==> config.mk <==
export PLATFORM = sky130hd
export DESIGN_NAME = pcbc_balance_ctrl
export DESIGN_NICKNAME = d
export VERILOG_FILES = /design/src/pcbc_pkg.sv /design/src/pcbc_drive_cell.sv /design/src/pcbc_bal_timer.sv /design/src/pcbc_balance_ctrl.sv
export SDC_FILE = /design/constraint.sdc
export NUM_CORES = 1
export LEC_CHECK = 0
export BUFFER_PORTS_ARGS = -buffer_cell sky130_fd_sc_hd__buf_4
export CORE_MARGIN = 1
export CORE_UTILIZATION = 30
export CTS_CLUSTER_SIZE = 8
export DETAILED_ROUTE_END_ITERATION = 16
export GPL_TIMING_DRIVEN = 0
export PLACE_DENSITY_LB_ADDON = 0.25
export SYNTH_ARGS = -nofsm -noshare
export SYNTH_HDL_FRONTEND = slang
export SYNTH_HIERARCHICAL = 1
export SYNTH_SLANG_ARGS = --single-unit
==> constraint.sdc <==
create_clock -name sys_clk -period 3.1 [get_ports sys_clk]
set_input_delay 0.31 -clock sys_clk [delete_from_list [all_inputs] [get_ports sys_clk]]
set_output_delay 0.31 -clock sys_clk [all_outputs]
set_load 0.02 [all_outputs]
==> src/pcbc_pkg.sv <==
// constants and types shared by the passive cell balance control block
package pcbc_pkg;
    // ------------------------------------------------------------------
    // register byte offsets
    // ------------------------------------------------------------------
    localparam logic [7:0] OFS_ENABLE   = 8'h00;
    localparam logic [7:0] OFS_CONFIG   = 8'h04;
    localparam logic [7:0] OFS_TEST     = 8'h08;
    localparam logic [7:0] OFS_FAULT    = 8'h0c;
    localparam logic [7:0] OFS_IRQ_STAT = 8'h10;
    localparam logic [7:0] OFS_IRQ_MASK = 8'h14;
    localparam logic [7:0] OFS_STATUS   = 8'h18;
    // ------------------------------------------------------------------
    // field positions and reset values
    // ------------------------------------------------------------------
    localparam int         NUM_CELLS     = 16;
    localparam int         CFG_CONT_BIT  = 0;
    localparam int         CFG_TIME_LSB  = 8;
    localparam int         TIME_W        = 8;
    localparam int         TST_SQZ_BIT   = 0;
    localparam logic       TST_SQZ_RST   = 1'b1;
    localparam int         FLT_CKF_BIT   = 0;
    localparam int         FLT_CKE_BIT   = 1;
    localparam int         IRQ_W         = 3;
    localparam int         IRQ_STOP_BIT  = 0;
    localparam int         IRQ_EXP_BIT   = 1;
    localparam int         IRQ_CKE_BIT   = 2;
    localparam int         STS_PWR_BIT   = 0;
    localparam int         STS_LOCK_BIT  = 1;
    localparam int         STS_SQZ_BIT   = 2;
    localparam logic [1:0] HTRANS_NONSEQ = 2'h2;
    localparam logic [1:0] HTRANS_SEQ    = 2'h3;
    // ------------------------------------------------------------------
    // timing
    // ------------------------------------------------------------------
    localparam int CLK_FREQ_HZ  = 50_000_000;
    localparam int TICK_TIME_MS = 1000;
    localparam int TICK_CYCLES  = TICK_TIME_MS * (CLK_FREQ_HZ / 1000);
    // ------------------------------------------------------------------
    // types
    // ------------------------------------------------------------------
    typedef enum logic {TMR_IDLE, TMR_RUN} pcbc_tmr_state_t;
endpackage : pcbc_pkg

==> src/pcbc_drive_cell.sv <==
// one balance driver output, selecting the upper or lower sense rail
`timescale 1ns/10ps
module pcbc_drive_cell
    import pcbc_pkg::*;
(
    // clock and reset
    input  wire logic sys_clk,
    input  wire logic reset_n,
    // control
    input  wire logic enable_bit,
    input  wire logic power_on,
    // driver
    output logic      balance_drive_out
);
    // high selects the cell's upper rail, low the next lower rail
    always_ff @(posedge sys_clk or negedge reset_n) begin
        if (!reset_n) begin
            balance_drive_out <= 1'b0;
        end else begin
            balance_drive_out <= enable_bit & power_on;
        end
    end
endmodule : pcbc_drive_cell

==> src/pcbc_bal_timer.sv <==
// balance duration timer: counts ticks and pulses when the time runs out
`timescale 1ns/10ps
module pcbc_bal_timer
    import pcbc_pkg::*;
#(
    parameter int TICK_LEN = TICK_CYCLES,
    parameter int DUR_W    = TIME_W
) (
    // clock and reset
    input  wire logic             sys_clk,
    input  wire logic             reset_n,
    // control
    input  wire logic             start,
    input  wire logic             run,
    input  wire logic [DUR_W-1:0] duration,
    // event
    output logic                  expire
);
    localparam int PW = (TICK_LEN > 1) ? $clog2(TICK_LEN) : 1;
    localparam logic [PW-1:0] PRE_LAST = PW'(TICK_LEN - 1);

    pcbc_tmr_state_t  state_reg;
    logic [PW-1:0]    pre_reg;
    logic [DUR_W-1:0] left_reg;

    generate
        if (TICK_LEN < 1) begin : g_bad
            $error("TICK_LEN must be at least one");
        end
    endgenerate

    // a zero duration means balance without a time limit
    always_ff @(posedge sys_clk or negedge reset_n) begin
        if (!reset_n) begin
            state_reg <= TMR_IDLE;
            pre_reg   <= '0;
            left_reg  <= '0;
            expire    <= 1'b0;
        end else begin
            expire <= 1'b0;
            case (state_reg)
                TMR_IDLE: begin
                    if (start && duration != '0) begin
                        state_reg <= TMR_RUN;
                        pre_reg   <= '0;
                        left_reg  <= duration;
                    end
                end
                TMR_RUN: begin
                    if (!run) begin
                        state_reg <= TMR_IDLE;
                    end else if (start) begin
                        pre_reg  <= '0;
                        left_reg <= duration;
                        if (duration == '0) begin
                            state_reg <= TMR_IDLE;
                        end
                    end else if (pre_reg == PRE_LAST) begin
                        pre_reg  <= '0;
                        left_reg <= left_reg - 1'b1;
                        if (left_reg == DUR_W'(1)) begin
                            expire    <= 1'b1;
                            state_reg <= TMR_IDLE;
                        end
                    end else begin
                        pre_reg <= pre_reg + 1'b1;
                    end
                end
                default: state_reg <= TMR_IDLE;
            endcase
        end
    end
endmodule : pcbc_bal_timer

==> src/pcbc_balance_ctrl.sv <==
// passive cell balance control with AHB-Lite register slave
`timescale 1ns/10ps
// Function
// - each of sixteen drivers goes to its upper rail when its enable bit is set
// - a cleared enable bit drops that driver to the lower rail
// - without continue-on-fault a device fault or pending fault flags clear all enable bits
// - a user checksum fault alone never stops balancing
// - after a stop balancing stays off until software writes the enable register again while stop_lock is low
// - with continue-on-fault, faults leave enable and config registers alone
// - every change of the enable register sets the checksum error flag
// - balancing circuitry powered only while some enable bit is set
module pcbc_balance_ctrl
    import pcbc_pkg::*;
#(
    parameter int N_CELLS  = NUM_CELLS,
    parameter int TICK_LEN = TICK_CYCLES
) (
    // clock and reset
    input  wire logic               sys_clk,
    input  wire logic               reset_n,
    // AHB-Lite slave
    input  wire logic               hsel,
    input  wire logic [31:0]        haddr,
    input  wire logic [1:0]         htrans,
    input  wire logic               hwrite,
    input  wire logic [2:0]         hsize,
    input  wire logic [31:0]        hwdata,
    input  wire logic               hready,
    output logic                    hreadyout,
    output logic                    hresp,
    output logic [31:0]             hrdata,
    // fault sources from the device's monitors
    input  wire logic               device_fault_in,
    input  wire logic               fault_flags_pending,
    input  wire logic               user_checksum_fault,
    // balance drivers and power gate
    output logic [N_CELLS-1:0]      balance_drive_out,
    output logic                    balance_power_en,
    // status
    output logic                    user_checksum_error_flag,
    output logic                    open_wire_squeeze_enable,
    output logic                    irq
);
    // ------------------------------------------------------------------
    // parameter checks
    // ------------------------------------------------------------------
    generate
        if (N_CELLS < 1 || N_CELLS > 32) begin : g_bad_cells
            $error("N_CELLS must lie between 1 and 32");
        end
    endgenerate

    // ------------------------------------------------------------------
    // bus address phase capture
    // ------------------------------------------------------------------
    logic              ph_wr_reg;
    logic [7:0]        ph_addr_reg;
    logic              addr_ok;
    logic              wr_enable;
    logic              wr_config;
    logic              wr_test;
    logic              wr_fault;
    logic              wr_istat;
    logic              wr_imask;

    assign addr_ok   = hsel && hready && (htrans == HTRANS_NONSEQ || htrans == HTRANS_SEQ);
    // single-cycle answer, never an error
    assign hreadyout = 1'b1;
    assign hresp     = 1'b0;

    always_ff @(posedge sys_clk or negedge reset_n) begin
        if (!reset_n) begin
            ph_wr_reg   <= 1'b0;
            ph_addr_reg <= '0;
        end else if (hready) begin
            ph_wr_reg   <= addr_ok && hwrite;
            ph_addr_reg <= haddr[7:0];
        end
    end

    assign wr_enable = ph_wr_reg && ph_addr_reg == OFS_ENABLE;
    assign wr_config = ph_wr_reg && ph_addr_reg == OFS_CONFIG;
    assign wr_test   = ph_wr_reg && ph_addr_reg == OFS_TEST;
    assign wr_fault  = ph_wr_reg && ph_addr_reg == OFS_FAULT;
    assign wr_istat  = ph_wr_reg && ph_addr_reg == OFS_IRQ_STAT;
    assign wr_imask  = ph_wr_reg && ph_addr_reg == OFS_IRQ_MASK;

    // ------------------------------------------------------------------
    // control registers
    // ------------------------------------------------------------------
    logic [N_CELLS-1:0] balance_enable_reg;
    logic [N_CELLS-1:0] balance_enable_next;
    logic               continue_on_fault;
    logic [TIME_W-1:0]  balance_time_field;
    logic               stop_lock;
    logic               timer_start;
    logic               timer_expire;
    logic               enable_changed;

    always_ff @(posedge sys_clk or negedge reset_n) begin
        if (!reset_n) begin
            continue_on_fault  <= 1'b0;
            balance_time_field <= '0;
        end else if (wr_config) begin
            continue_on_fault  <= hwdata[CFG_CONT_BIT];
            balance_time_field <= hwdata[CFG_TIME_LSB +: TIME_W];
        end
    end

    // software has to clear this before balancing; the block only reports it
    always_ff @(posedge sys_clk or negedge reset_n) begin
        if (!reset_n) begin
            open_wire_squeeze_enable <= TST_SQZ_RST;
        end else if (wr_test) begin
            open_wire_squeeze_enable <= hwdata[TST_SQZ_BIT];
        end
    end

    // ------------------------------------------------------------------
    // balance enable register and fault response
    // ------------------------------------------------------------------
    // the checksum fault is not an input of stop_lock, so it can never stop balancing
    assign stop_lock = !continue_on_fault
                       && (device_fault_in || fault_flags_pending);

    always_comb begin
        balance_enable_next = balance_enable_reg;
        if (timer_expire) begin
            balance_enable_next = '0;
        end
        if (wr_enable) begin
            balance_enable_next = hwdata[N_CELLS-1:0];
        end
        // fault clear beats a write; the old selection is lost for good
        if (stop_lock) begin
            balance_enable_next = '0;
        end
    end

    always_ff @(posedge sys_clk or negedge reset_n) begin
        if (!reset_n) begin
            balance_enable_reg <= '0;
        end else begin
            balance_enable_reg <= balance_enable_next;
        end
    end

    assign enable_changed = balance_enable_next != balance_enable_reg;
    assign timer_start    = wr_enable && !stop_lock && hwdata[N_CELLS-1:0] != '0;

    pcbc_bal_timer #(
        .TICK_LEN (TICK_LEN),
        .DUR_W    (TIME_W)
    ) u_timer (
        .sys_clk  (sys_clk),
        .reset_n  (reset_n),
        .start    (timer_start),
        .run      (balance_enable_reg != '0),
        .duration (balance_time_field),
        .expire   (timer_expire)
    );

    // ------------------------------------------------------------------
    // checksum error flag
    // ------------------------------------------------------------------
    // a change in the clearing cycle still leaves the flag set
    always_ff @(posedge sys_clk or negedge reset_n) begin
        if (!reset_n) begin
            user_checksum_error_flag <= 1'b0;
        end else if (enable_changed) begin
            user_checksum_error_flag <= 1'b1;
        end else if (wr_fault && hwdata[FLT_CKE_BIT]) begin
            user_checksum_error_flag <= 1'b0;
        end
    end

    // ------------------------------------------------------------------
    // power gate and drivers
    // ------------------------------------------------------------------
    always_ff @(posedge sys_clk or negedge reset_n) begin
        if (!reset_n) begin
            balance_power_en <= 1'b0;
        end else begin
            balance_power_en <= balance_enable_next != '0;
        end
    end

    generate
        for (genvar c = 0; c < N_CELLS; c++) begin : g_drv
            pcbc_drive_cell u_cell (
                .sys_clk           (sys_clk),
                .reset_n           (reset_n),
                .enable_bit        (balance_enable_reg[c]),
                .power_on          (balance_power_en),
                .balance_drive_out (balance_drive_out[c])
            );
        end
    endgenerate

    // ------------------------------------------------------------------
    // interrupts
    // ------------------------------------------------------------------
    logic [IRQ_W-1:0] irq_stat_reg;
    logic [IRQ_W-1:0] irq_mask_reg;
    logic [IRQ_W-1:0] irq_set;
    logic [IRQ_W-1:0] irq_clr;

    always_comb begin
        irq_set               = '0;
        irq_set[IRQ_STOP_BIT] = stop_lock && balance_enable_reg != '0;
        irq_set[IRQ_EXP_BIT]  = timer_expire;
        irq_set[IRQ_CKE_BIT]  = enable_changed;
        irq_clr               = wr_istat ? hwdata[IRQ_W-1:0] : '0;
    end

    always_ff @(posedge sys_clk or negedge reset_n) begin
        if (!reset_n) begin
            irq_stat_reg <= '0;
        end else begin
            irq_stat_reg <= (irq_stat_reg & ~irq_clr) | irq_set;
        end
    end

    always_ff @(posedge sys_clk or negedge reset_n) begin
        if (!reset_n) begin
            irq_mask_reg <= '0;
        end else if (wr_imask) begin
            irq_mask_reg <= hwdata[IRQ_W-1:0];
        end
    end

    always_ff @(posedge sys_clk or negedge reset_n) begin
        if (!reset_n) begin
            irq <= 1'b0;
        end else begin
            irq <= |(((irq_stat_reg & ~irq_clr) | irq_set) & irq_mask_reg);
        end
    end

    // ------------------------------------------------------------------
    // read data
    // ------------------------------------------------------------------
    logic [31:0] rd_value;

    always_comb begin
        rd_value = '0;
        case (haddr[7:0])
            OFS_ENABLE:   rd_value[N_CELLS-1:0] = balance_enable_reg;
            OFS_CONFIG: begin
                rd_value[CFG_CONT_BIT]               = continue_on_fault;
                rd_value[CFG_TIME_LSB +: TIME_W]     = balance_time_field;
            end
            OFS_TEST:     rd_value[TST_SQZ_BIT] = open_wire_squeeze_enable;
            OFS_FAULT: begin
                rd_value[FLT_CKF_BIT] = user_checksum_fault;
                rd_value[FLT_CKE_BIT] = user_checksum_error_flag;
            end
            OFS_IRQ_STAT: rd_value[IRQ_W-1:0] = irq_stat_reg;
            OFS_IRQ_MASK: rd_value[IRQ_W-1:0] = irq_mask_reg;
            OFS_STATUS: begin
                rd_value[STS_PWR_BIT]  = balance_power_en;
                rd_value[STS_LOCK_BIT] = stop_lock;
                rd_value[STS_SQZ_BIT]  = open_wire_squeeze_enable;
            end
            default:      rd_value = '0;
        endcase
    end

    // sampled in the address phase so the data phase sees a flip-flop
    always_ff @(posedge sys_clk or negedge reset_n) begin
        if (!reset_n) begin
            hrdata <= '0;
        end else if (addr_ok && !hwrite) begin
            hrdata <= rd_value;
        end
    end
endmodule : pcbc_balance_ctrl

==> After elaboration in Yosys (flattened, before gate mapping) <==
Index checks and enable logic that the tools add are counted.
{ "totals": {"word_cells": 139, "inputBits": 77, "ff_bits": 112, "output_inout_bits": 54} }
{ "op_classes": {"n_reduce_logical": 32, "n_bitwise": 21, "n_mux": 33, "eq_ne": 19, "addsub": 2} }
{ "ops": {"columns": ["operator", "n"], "rows": [
  ["26-bit 2-to-1 mux", 4],
  ["26-bit case mux with 2 select lines", 1],
  ["16-bit 2-to-1 mux", 3],
  ["16-bit nonzero test", 3],
  ["8-bit by 5-bit == test with 1-bit output, second input constant", 5],
  ["8-bit by 4-bit == test with 1-bit output, second input constant", 4],
  ["8-bit 2-to-1 mux", 4],
  ["8-bit case mux with 2 select lines", 2],
  ["26-bit by 1-bit adder with 26-bit output, second input constant", 1],
  ["26-bit == test, second input constant", 1],
  ["8-bit logical NOT", 3],
  ["1-bit bitwise AND", 16],
  ["8-bit by 3-bit == test with 1-bit output, second input constant", 2],
  ["1-bit logical AND", 16],
  ["16-bit != test", 1],
  ["1-bit 2-to-1 mux", 13],
  ["8-bit by 1-bit == test with 1-bit output, second input constant", 1],
  ["8-bit nonzero test", 1],
  ["8-bit by 1-bit subtractor with 8-bit output, second input constant", 1],
  ["1-bit case mux with 7 select lines", 1],
  ["3-bit bitwise AND", 2],
  ["5-bit 2-to-1 mux", 1],
  ["1-bit case mux with 5 select lines", 1],
  ["2-bit == test, second input constant", 2],
  ["other kinds (14)", 18]
]} }

==> Logic depth before layout (Yosys ltp) <==
Gate-level depths: netlist (run 1).
{ "depth": {"ltp_word": 8, "mapped_depth": 10} }

==> Cells and area by module <==
Netlist (run 1), hierarchy kept.
{ "by_module_without_submodules": {"columns": ["module", "area_each_um2", "instances", "cells_each"], "rows": [
  ["pcbc_balance_ctrl", 3200.6, 1, 337],
  ["pcbc_bal_timer", 2122.0, 1, 242],
  ["pcbc_drive_cell", 31.3, 16, 2]
]} }

==> Worst setup path before layout (run 1) <==
No wires, ideal clock.
{ "synth_path": {"path_kind": "register to register", "from": "register ph_addr_reg[5]", "to": "register u_timer.left_reg[0]", "setup_ns": 0.132, "arrival_ns": 2.573, "required_time_ns": 2.968, "path_stages_with_launch": 10, "path_slack_ns": 0.395, "n_path_buf": 1, "path_cell_list": "dfrtp_1 -> nor4b_4 -> nand3_2 -> nor3_1 -> nor2b_1 -> a21boi_1 -> nor2_2 -> clkbuf_1 -> a211oi_1 -> o22ai_1"} }
{ "synth_via": {"elab_chain_cells": 7, "elab_cells_between_ends": 11, "cone_classes": "2 x eq/ne; 3 x mux; 6 x reduce/logical"} }
{ "synth_rtl": {"columns": ["element", "line_no", "text"], "rows": [
  ["start, declared", "pcbc_balance_ctrl.sv:57", "logic [7:0] ph_addr_reg;"],
  ["start signal, assigned", "pcbc_balance_ctrl.sv:77", "ph_addr_reg <= haddr[7:0];"],
  ["8-bit logical NOT (*)", "pcbc_balance_ctrl.sv:81", "assign wr_enable = ph_wr_reg && ph_addr_reg == OFS_ENABLE;"],
  ["1-bit logical AND (*)", "pcbc_balance_ctrl.sv:81", null],
  ["1-bit logical AND (*) (2 in a row)", "pcbc_balance_ctrl.sv:149", "assign timer_start = wr_enable && !stop_lock && hwdata[N_CELLS-1:0] != '0;"],
  ["net timer_start", "pcbc_balance_ctrl.sv:96", "logic timer_start;"],
  ["8-bit 2-to-1 mux / 1-bit logical AND (equally long branches)", "pcbc_bal_timer.sv:52, pcbc_bal_timer.sv:43", null],
  ["8-bit 2-to-1 mux / 2-bit by 1-bit != test with 1-bit output (equally long branches)", null, null],
  ["8-bit case mux with 2 select lines / 3-bit AND reduction (equally long branches)", null, null],
  ["end signal, assigned", "pcbc_bal_timer.sv:46", "left_reg <= duration;"],
  ["end signal, assigned", "pcbc_bal_timer.sv:54", "left_reg <= duration;"],
  ["end signal, assigned", "pcbc_bal_timer.sv:60", "left_reg <= left_reg - 1'b1;"],
  ["end, declared", "pcbc_bal_timer.sv:24", "logic [DUR_W-1:0] left_reg;"]
]} }
Mark *: on every way through the listed nets, which the timed path passes. The rest lies on a longest branch. The select of a mux whose other input is x is not followed.
A chain may end at the register's enable or synchronous reset.

==> Worst setup path in the final report (run 1) <==
{ "layout_path": {"from": "register balance_enable_reg[7]", "to": "register u_timer.pre_reg[6]"} }
{ "layout_via": {"elab_chain_cells": 3} }
{ "layout_rtl": {"columns": ["element", "line_no", "text"], "rows": [
  ["start, declared", "pcbc_balance_ctrl.sv:91", "logic [N_CELLS-1:0] balance_enable_reg;"],
  ["start signal, assigned", "pcbc_balance_ctrl.sv:144", "balance_enable_reg <= balance_enable_next;"],
  ["16-bit nonzero test", "pcbc_balance_ctrl.sv:158", ".run (balance_enable_reg != '0),"],
  ["2-bit by 1-bit != test with 1-bit output (no source line)", null, null],
  ["2-bit AND reduction (no source line)", null, null],
  ["end signal, assigned", "pcbc_bal_timer.sv:66", "pre_reg <= pre_reg + 1'b1;"],
  ["end, declared", "pcbc_bal_timer.sv:23", "logic [PW-1:0] pre_reg;"]
]} }
No other way between the ends.

==> results of run 1 <==
-- routing by layer --
| layer | share of wire [%] | vias up | wire [um] | track usage [%] |
|---|---|---|---|---|
| met5 | 0 | - | 0 | 0 |
| met4 | 0.93 | 0 | 146 | 4.41 |
| met3 | 4.4 | 11 | 694 | 2.87 |
| met2 | 46 | 117 | 7330 | 25.6 |
| met1 | 48 | 2416 | 7610 | 22.8 |
| li1 | - | 2394 | - | - |
-- path summary, 6_finish.rpt --
| kind | start | end | slack [ps] | cells past startpoint |
|---|---|---|---|---|
| hold / removal | haddr[7] | ph_addr_reg[7] | 190 | 2 |
| setup / recovery | balance_enable_reg[7] | u_timer/pre_reg[6] | 180 | 8 |
| hold reg to reg | hrdata[15] | hrdata[15] | 480 | 2 |
| setup reg to reg | balance_enable_reg[7] | u_timer/pre_reg[6] | 180 | 8 |
| max in group asynchronous | reset_n | open_wire_squeeze_enable | 1960 | 3 |
| min in group asynchronous | reset_n | g_drv[14].u_cell/balance_drive_out | 450 | 2 |
-- final cells by class --
| type | instances | share of cell area (%) |
|---|---|---|
| Sequential cell | 112 | 39.4 |
| Multi-Input combinational cell | 447 | 38.8 |
| Timing Repair Buffer | 72 | 7.96 |
| Tap cell | 260 | 4.57 |
| Buffer | 43 | 3.62 |
| Clock buffer | 9 | 3.16 |
| Inverter | 25 | 1.32 |
| Clock inverter | 7 | 1.14 |
-- critical path: cells and delay by family, from the launching register on --
family          cells  cell delay (ps)
simple gates        5             1690
buf+inv             2              450
flops               1              440
compound gates      1              230
-- power by group --
group	internal, mW	total [mW]	leakage (nW)	switching (mW)
logic	0.0940	0.228	1.48	0.134
clock network	0.636	1.20	0.146	0.567
registers	1.49	1.53	1.49	0.0347
-- repair_timing --
| action | CTS | global route |
|---|---|---|
| gates resized for setup | 4 | 8 |
| buffers inserted | 0 | 3 |
| setup endpoints to repair | 34 | 29 |
| pin swaps | 0 | 1 |
| hold buffers | 1 | 0 |
| endpoints found under the hold margin | 44 | 0 |
-- cell usage in the layout (no fill, tap or decap), types with 5 or more instances in the layout --
cell type	count
or3_1	7
nor2_1	40
nor4_1	16
nand4_1	13
clkbuf_1	11
conb_1	18
inv_1	24
a22oi_1	13
a21oi_1	33
and3_1	8
and2_1	19
buf_2	8
nor3_1	18
nand2b_1	5
dfrtp_1	111
o21ai_0	34
a31oi_1	11
o22ai_1	10
buf_4	87
mux2_2	20
nand2_1	63
nor2b_1	7
clkbuf_16	9
nand3_1	15
o21ai_1	13
-- cells by family (layout without fill, tap and decap cells) --
| group | Yosys count | count (layout) |
|---|---|---|
| AO/OA/AOI/OAI | 156 | 156 |
| XOR/XNOR | 3 | 3 |
| adder cells (fa/ha/maj) | 3 | 3 |
| buffers and inverters | 68 | 156 |
| flip-flops | 112 | 112 |
| multiplexers | 24 | 24 |
| other | 2 | 18 |
| AND/OR/NAND/NOR | 243 | 243 |
-- metrics by stage --
stage / instance area (sq um) / utilization [%]
2_1_floorplan: 5880 / -
3_3_place_gp: 6710 / 35.5
3_5_place_dp: 6740 / 35.7
4_1_cts: 7070 / 37.4
5_1_grt: 7120 / 37.7
6_report: 7120 / 37.7
==> flow_summary.rst, run 1 <==
.. list-table::
   :header-rows: 1

   * - Metric
     - Value
   * - Setup-violating endpoint count in the final report
     - 0
   * - Die ar.
     - between 0.015 and 0.02 sq mm
   * - Mux cell area share after synthesis
     - approximately 4.6%
   * - Largest net degree at the start of global routing
     - roughly 70
   * - Via-to-Cell Ratio
     - slightly above 5
   * - Number of primary I/O pins
     - 131
   * - Avg WL per Cell
     - 16.2 um
   * - Max VDD drop
     - between 200 and 300 uV
   * - Tightest hold margin
     - 192 ps
   * - Die width
     - 141 um
   * - Flip-flop count of the largest register, all copies and words added
     - 26
   * - Crit path cell chain
     - nor4_1, nand4_1, or3_1, and2_1, clkbuf_1, or2_2, buf_2, a32o_1
   * - Number of synthesized flops with an enable pin
     - 0
   * - Worst Setup Path Type
     - reg2reg
   * - Clk pin slew, worst setup/hold paths
     - about 80 ps
   * - Chip height
     - between 100 and 150 um
   * - Antenna diode count
     - 0
   * - Total Neg Setup Slack
     - 0 ps
   * - Final worst path period share
     - between 90% and 100%
   * - Half-perimeter wire length of the detailed placement result
     - between 10000 and 15000 um
   * - Cell leakage power
     - roughly 3.1 nW
   * - Initial antenna violation count
     - 0
   * - Routed wire length
     - approximately 16000 um
   * - Peak fanout along the critical path
     - 10
   * - Worst Hold Class
     - in2reg
   * - Count of port buffers added during placement
     - 67
   * - Final Max Tran Viols
     - 0
   * - Clock tree sinks
     - ~110
   * - Via count of the first global-routing pass
     - roughly 4600
   * - Clock root buffer
     - clkbuf_16
   * - Clock latency reported for the late side of the worst-skew pair
     - 360 ps
   * - Outcome
     - completed
   * - Xor-xnor portion of the synthesized cell area
     - 0.451%
   * - Post-route non-filler standard cell count
     - about 980
   * - Fraction of layout instances using a drive strength above 1
     - between 20% and 30%
   * - Cell type with the highest aggregate area in the netlist
     - dfrtp_1
   * - Worst slew pin tran
     - ~700 ps
   * - Most used flip-flop cell after synthesis
     - dfrtp_1
   * - Biggest cell delay along the critical path
     - approximately 450 ps
   * - Fraction of the yosys area taken by sequential cells
     - roughly half
   * - Combined global-route utilization of all metal layers
     - 16.2%
   * - Power, Total
     - 2.96 mW
   * - Critical Path End Type
     - flop
   * - Effective utilization at floorplan
     - between 30% and 40%
   * - Fill cells
     - 1964
   * - Layout net count
     - 790
   * - DR pass1 iterations
     - 5
   * - Most common cell in the synthesized netlist
     - dfrtp_1
   * - Core region area
     - approximately 0.019 sq mm
   * - Total global routing overflow
     - 0
   * - Share of the synthesized area in the top cell type
     - between 40% and 50%
   * - Hold violation total from the final report
     - 0
   * - Synthesized flop and latch total
     - 112
   * - Worst slew margin relative to its limit
     - a little over half
   * - Final worst setup slack
     - ~180 ps
   * - Maximum clock skew at final layout
     - about 6.7 ps
   * - CTS tree
     - done
   * - Critical-path cell with the highest stage delay
     - or3_1
   * - Row count
     - 50
   * - Post-Syn Area
     - approximately 0.0058 sq mm
   * - Compound-cell area share of the yosys netlist
     - ~17%
   * - Mean cell area of the mapped netlist
     - ~9.5 sq um
   * - Combined area of the multi-input logic cells
     - ~0.0028 sq mm
   * - Critical Path Source Type
     - flop
   * - Via count
     - just under 5000
   * - Post-synthesis share of cell area spent on and, or, nand and nor gates
     - 23.1%
   * - Cell count after synthesis
     - between 600 and 700
   * - DRC violation count after routing
     - 0
   * - Data arrival, critical path
     - around 3200 ps
   * - Proportion of register bits with asynchronous set or reset after synthesis
     - between 90% and 100%
   * - Power density of the placed cells
     - around 420 mW/mm^2
   * - Adder and majority cell fraction of the synthesized area
     - less than 1%
   * - Crit path time final
     - just under 3000 ps
   * - Remaining number of nets flagged by the antenna check after routing
     - 0
   * - Top area cells in the synthesized netlist
     - dfrtp_1 (48%), nand2_1 (4.1%), mux2_2 (3.9%)
   * - Number of cells after detailed placement
     - 955
   * - Global-route wire length before repair
     - roughly 25000 um
   * - Yosys synthesis warning count
     - 6
   * - Post-synthesis to final-layout area growth
     - 22.2%
   * - Setup slack after placement
     - -458 ps
   * - Endpoint required time on the critical path
     - ~3400 ps
   * - Cell variety after synth
     - 69
   * - Synth top cells by count
     - dfrtp_1 (111), nand2_1 (63), nor2_1 (41), o21ai_0 (34), a21oi_1 (33)
   * - CTS H-tree lvls
     - 3
   * - Maxcap violations
     - 0
   * - DRC violation total after the first TritonRoute iteration
     - ~360
   * - Maximum root-to-sink buffer count
     - 2
   * - Num CTS Buffers
     - 9
   * - Area used by sequential logic in the layout
     - around 0.0028 sq mm
   * - Combinational family with the most area after synthesis
     - simple AND/OR/NAND/NOR gates
   * - Final GP Congestion
     - about 0.86
   * - Top achievable clock speed
     - 342 MHz
No activity file was read; power rests on OpenSTA's default activity.
==> run 2: changes to the inputs <==
RECOVER_POWER = 25   (was unset)
==> run 2 against run 1 <==
  * The flow now finishes with violations (capacitance limit, slew limit)
  * Via count increased by 0.41%
  * Sequential share of layout area about the same
  * First-iteration DRC count decreased by 0.55%
  * Worst setup slack improved by 3.0 ps
  * Global-route usage unchanged
  * Routed wire length about the same
  * Combinational power about the same
  * Flip-flop and latch count unchanged
  * Clock power about the same
  * Fmax increased by 0.10%
  * Critical path depth unchanged
  * Critical path type unchanged
  * Highest routed layer unchanged
==> flow_summary.rst, run 2 (synthesis results as in run 1) <==
.. list-table::
   :header-rows: 1

   * - Metric
     - Value
   * - Clock tree sinks
     - 112
   * - Top achievable clock speed
     - between 300 and 400 MHz
   * - Critical Path End Type
     - flop
   * - Proportion of power drawn by the clock network
     - approximately two fifths
   * - Initial antenna violation count
     - 0
   * - Failing checks
     - capacitance limit, slew limit
   * - Worst slew pin tran
     - roughly 2000 ps
   * - Die width
     - approximately 140 um
   * - Final worst path period share
     - approximately 94%
   * - Remaining number of nets flagged by the antenna check after routing
     - 0
   * - Row count
     - 50
   * - Effective utilization at floorplan
     - between 30% and 40%
   * - Final GP Congestion
     - between 0.8 and 0.9
   * - Count of port buffers added during placement
     - 67
   * - Most frequent standard cell in the layout excluding fill and tap cells
     - dfrtp_1
   * - Peak fanout along the critical path
     - 10
   * - Maximum clock skew at final layout
     - roughly 6 ps
   * - Power, Total
     - a little under 3 mW
   * - Worst slew margin relative to its limit
     - -35.4%
   * - Fill cells
     - approximately 2000
   * - Avg WL per Cell
     - ~16 um
   * - Endpoint required time on the critical path
     - 3360 ps
   * - Worst Setup Path Type
     - reg2reg
   * - Reg2reg end
     - u_timer/pre_reg[6]
   * - CTS H-tree lvls
     - 3
   * - Clock root buffer
     - clkbuf_16
   * - Flip-flop count of the largest register, all copies and words added
     - 26
   * - Post-place instance area
     - 0.00674 sq mm
   * - Maximum root-to-sink buffer count
     - 2
   * - Outcome
     - complete, but fails checks
   * - Antenna diode count
     - 0
   * - CTS tree
     - done
   * - Layout net count
     - between 700 and 800
   * - Critical Path Source Type
     - flop
   * - Die ar.
     - roughly 0.02 sq mm
   * - Half-perimeter wire length of the detailed placement result
     - approximately 11000 um
   * - Total Neg Setup Slack
     - 0 ps
   * - Via count of the first global-routing pass
     - ~4600
   * - Post-synthesis to final-layout area growth
     - 22.1%
   * - Final Max Tran Viols
     - 45
   * - Min-Delay Endpoint
     - ph_addr_reg[7]
   * - Sequential power share
     - 51.7%
   * - DRC violation total after the first TritonRoute iteration
     - 360
   * - Total global routing overflow
     - 0
   * - Tightest hold margin
     - approximately 190 ps
   * - Combined global-route utilization of all metal layers
     - roughly 16%
   * - Largest net degree at the start of global routing
     - about 70
   * - Launch point of the worst hold path
     - haddr[7]
   * - Max VDD drop
     - about 250 uV
   * - Crit path time final
     - between 2000 and 3000 ps
   * - Global-route wire length before repair
     - around 25000 um
   * - Hold violation total from the final report
     - 0
   * - Number of primary I/O pins
     - roughly 130
   * - Power density of the placed cells
     - slightly above 400 mW/mm^2
   * - Via count
     - 4958
   * - Routed wire length
     - ~16000 um
   * - Cell leakage power
     - 3.10 nW
   * - Maxcap violations
     - 1
   * - DR pass1 iterations
     - 4
   * - Data arrival, critical path
     - approximately 3200 ps
   * - Setup-violating endpoint count in the final report
     - 0
   * - Final non-filler cell area
     - roughly 0.0071 sq mm
   * - Chip height
     - 141 um
   * - Logic depth of the worst register-to-register path
     - 8
   * - Part of the power in combinational logic
     - about 7.7%
   * - Core region area
     - 0.0189 sq mm
   * - Slack of the worst reg-to-reg path
     - 180 ps
   * - Worst Hold Class
     - in2reg
   * - Internal power summed over all cells
     - 2.22 mW
   * - Fraction of layout instances using a drive strength above 1
     - ~22%
   * - Num CTS Buffers
     - 9
   * - Via-to-Cell Ratio
     - 5.09
   * - Top library cells by usage in the layout, fill and taps aside
     - dfrtp_1 (111), buf_4 (86), nand2_1 (63)
   * - DRC violation count after routing
     - 0
   * - Clock latency reported for the late side of the worst-skew pair
     - ~360 ps
   * - Worst hold path cell count
     - 2
   * - Worst reg2reg path startpoint
     - balance_enable_reg[7]
   * - Clk pin slew, worst setup/hold paths
     - around 80 ps
   * - Proportion of total power due to net switching
     - roughly 25%
   * - Net load switching power
     - roughly 0.73 mW
## run 2: changes by cell type in the layout (fill, tap and decap cells not counted), sizes merged
cell,previous run,this run
buf,100,98
clkbuf,23,24
dlygate4sd2,0,1
## run 2: through the flow
stage	setup slack, ps	util (%)	std cells
after floorplan	395	-	627
after global placement	-476	35.5	954
after detailed placement	-458	35.7	955
after CTS	1.15	37.4	972
after global routing	-6.96	37.6	975
final	182	37.6	975
## run 2: power groups by stage
| stage | logic [mW] | registers [mW] | clock network (mW) |
|---|---|---|---|
| 2_1_floorplan | 0.114 | 1.55 | 0 |
| 3_3_place_gp | 0.221 | 1.56 | 0 |
| 3_5_place_dp | 0.226 | 1.56 | 0 |
| 4_1_cts | 0.229 | 1.53 | 1.24 |
| 5_1_grt | 0.250 | 1.53 | 1.30 |
| 6_report | 0.227 | 1.53 | 1.20 |
## run 2: area by class of cell
cell class | count | area (sq um) | share of cell area (%)
repair buffers | 72 | 561 | 7.88
plain buffers | 43 | 258 | 3.62
clock buffers | 9 | 225 | 3.17
clock inverters | 7 | 81.3 | 1.14
well taps | 260 | 325 | 4.57
inverters | 25 | 93.8 | 1.32
flip-flops and latches | 112 | 2800 | 39.4
multi-input cells | 447 | 2760 | 38.9
## run 2: routing by layer
metal,vias up,part of all wire [%],wire (um),track usage [%]
li1,2393,-,-,-
met1,2431,48,7600,22.8
met2,123,47,7350,25.6
met3,11,4.1,644,2.87
met4,0,1.2,182,4.41
met5,-,0,0,0
## run 2: worst max path at each step
stage	cells past startpoint	slack [ps]	startpoint	end
after floorplan	9	400	ph_addr_reg[5]	u_timer/left_reg[0]
after global placement	9	-480	ph_addr_reg[5]	u_timer/left_reg[0]
after detailed placement	9	-460	ph_addr_reg[5]	u_timer/left_reg[0]
after CTS	9	1	continue_on_fault	u_timer/pre_reg[14]
after global routing	8	-7	balance_enable_reg[12]	u_timer/pre_reg[6]
final	8	180	balance_enable_reg[7]	u_timer/pre_reg[6]
## run 2: worst max-delay path, stage by stage, from the launching register on
cell      delay [ps]
dfrtp_1          440
nor4_1           410
nand4_1          230
or3_1            450
and2_1           190
clkbuf_1         230
or2_2            410
buf_2            220
a32o_1           230
## run 2: repair_timing
| action | in CTS | in global routing |
|---|---|---|
| pin swaps | 0 | 1 |
| resized for setup | 4 | 8 |
| gates cloned | 0 | 0 |
| endpoints found under the setup margin | 34 | 29 |
| buffers inserted | 0 | 3 |
| endpoints found under the hold margin | 44 | 0 |
| hold buffers | 1 | 0 |
==> run 3: changes to the inputs <==
==> constraint.sdc (replaced) <==
create_clock -name sys_clk -period 3.1 [get_ports sys_clk]
set_input_delay 0.155 -clock sys_clk [delete_from_list [all_inputs] [get_ports sys_clk]]
set_output_delay 0.155 -clock sys_clk [all_outputs]
set_load 0.02 [all_outputs]
==> run 3 against run 2 <==
  * The flow still finishes with violations (capacitance limit, slew limit)
  * Critical path type unchanged
  * Utilization hardly changed
  * Routed wire length shrank 0.19%
  * Flip-flop and latch count did not move
  * Clock power barely moved
  * Sequential power about the same
==> flow_summary.rst, run 3 (synthesis results as in run 1) <==
.. list-table::
   :header-rows: 1

   * - Metric
     - Value
   * - Outcome
     - complete, but fails checks
   * - Failing checks
     - capacitance limit, slew limit
   * - Post-place instance area
     - approximately 0.0067 sq mm
   * - Final worst path period share
     - between 90% and 100%
   * - Worst Setup Path Type
     - reg2reg
   * - Row count
     - 50
   * - Fraction of layout instances using a drive strength above 1
     - between 20% and 30%
   * - Crit path time final
     - 2920 ps
   * - Count of port buffers added during placement
     - 67
   * - Critical Path Source Type
     - flop
   * - Max VDD drop
     - between 200 and 300 uV
   * - Final Max Tran Viols
     - between 40 and 50
   * - Area used by sequential logic in the layout
     - 0.00280 sq mm
   * - Chip height
     - around 140 um
   * - Data arrival, critical path
     - approximately 3200 ps
   * - Remaining number of nets flagged by the antenna check after routing
     - 0
   * - Fill cells
     - just under 2000
   * - Final GP Congestion
     - 0.865
   * - Combined area of the multi-input logic cells
     - 0.00276 sq mm
   * - Top library cells by usage in the layout, fill and taps aside
     - dfrtp_1 (111), buf_4 (87), nand2_1 (63)
   * - Clk pin slew, worst setup/hold paths
     - ~80 ps
   * - End-of-flow core utilization
     - a little under two fifths
   * - Avg WL per Cell
     - around 16 um
   * - Clock root buffer
     - clkbuf_16
   * - CTS tree
     - done
   * - Cell leakage power
     - ~3.1 nW
   * - Die ar.
     - roughly 0.020 sq mm
   * - CTS H-tree lvls
     - 3
   * - Worst Hold Class
     - in2reg
   * - Half-perimeter wire length of the detailed placement result
     - ~11000 um
   * - Clock tree sinks
     - approximately 110
   * - Num CTS Buffers
     - 9
   * - DRC violation count after routing
     - 0
   * - Maxcap violations
     - 1
   * - Antenna diode count
     - 0
   * - Core region area
     - 0.0189 sq mm
   * - Via count
     - roughly 5000
   * - Post-synthesis to final-layout area growth
     - 22.1%
   * - Layout net count
     - about 800
   * - Worst slew margin relative to its limit
     - -65.2%
   * - Endpoint required time on the critical path
     - 3360 ps
   * - Worst slew pin tran
     - 2480 ps
   * - Effective utilization at floorplan
     - 30.8%
   * - DR pass1 iterations
     - 5
   * - Routed wire length
     - roughly 16000 um
   * - Via-to-Cell Ratio
     - 5.06
   * - Combined global-route utilization of all metal layers
     - between 10% and 20%
   * - Number of primary I/O pins
     - 131
   * - Most frequent standard cell in the layout excluding fill and tap cells
     - dfrtp_1
   * - Top achievable clock speed
     - about 340 MHz
   * - Total global routing overflow
     - 0
   * - Setup-violating endpoint count in the final report
     - 0
   * - Initial antenna violation count
     - 0
   * - Maximum clock skew at final layout
     - between 7 and 8 ps
   * - Global-route wire length before repair
     - 25000 um
   * - Peak fanout along the critical path
     - 10
   * - Die width
     - between 100 and 150 um
   * - Critical Path End Type
     - flop
   * - Largest net degree at the start of global routing
     - 69
   * - Flip-flop count of the largest register, all copies and words added
     - 26
   * - Maximum root-to-sink buffer count
     - 2
   * - Clock latency reported for the late side of the worst-skew pair
     - around 360 ps
   * - Hold violation total from the final report
     - 0
   * - Total Neg Setup Slack
     - 0 ps
   * - Via count of the first global-routing pass
     - 4557
   * - DRC violation total after the first TritonRoute iteration
     - ~380
   * - Final non-filler cell area
     - between 0.007 and 0.008 sq mm
   * - Power density of the placed cells
     - between 400 and 500 mW/mm^2
-- run 3: final cells by class --
cell class,count,share of cell area (%)
Timing Repair Buffer,72,7.87
Multi-Input combinational cell,447,38.9
Tap cell,260,4.58
Sequential cell,112,39.4
Clock inverter,7,1.14
Inverter,25,1.32
Buffer,43,3.62
Clock buffer,9,3.17
-- run 3: path summary, 6_finish.rpt --
check,from,slack (ps),cells after the start,endpoint
setup / recovery,balance_enable_reg[7],180,8,u_timer/pre_reg[6]
hold / removal,haddr[7],40,2,ph_addr_reg[7]
setup reg to reg,balance_enable_reg[7],180,8,u_timer/pre_reg[6]
hold reg to reg,hrdata[15],480,2,hrdata[15]
max in group asynchronous,reset_n,570,2,hrdata[14]
min in group asynchronous,reset_n,1110,2,g_drv[14].u_cell/balance_drive_out
-- run 3: metrics by stage --
step           power [mW]  setup slack, ps  hold slack, ps  cells
6_report             2.96              184            38.1    975
5_1_grt              3.08            -6.96            22.6    975
4_1_cts              3.00             1.15            27.8    972
3_5_place_dp         1.78             -458             105    955
3_3_place_gp         1.78             -476             407    954
2_1_floorplan        1.66              395            -141    627
-- run 3: power breakdown --
group / internal, mW / switching, mW
registers: 1.49 / 0.0344
logic: 0.0933 / 0.134
clock network: 0.636 / 0.568
total: 2.22 / 0.737
-- run 3: repair_timing --
item / in CTS / in global routing
gates resized for setup: 4 / 8
endpoints found under the setup margin: 34 / 29
setup buffers: 0 / 3
endpoints found under the hold margin: 44 / 0
pin swaps: 0 / 1
hold buffers: 1 / 0
-- run 3: worst max-delay path, cell delays in order, from the launching register on --
cell	delay, ps
dfrtp_1	440
nor4_1	410
nand4_1	230
or3_1	450
and2_1	190
clkbuf_1	230
or2_2	410
buf_2	220
a32o_1	230
-- run 3: layer usage --
layer | vias to the layer above | wire length, um | global-route usage [%]
li1 | 2391 | - | -
met1 | 2416 | 7610 | 22.8
met2 | 119 | 7340 | 25.6
met3 | 10 | 645 | 2.87
met4 | 0 | 153 | 4.41
met5 | - | 0 | 0
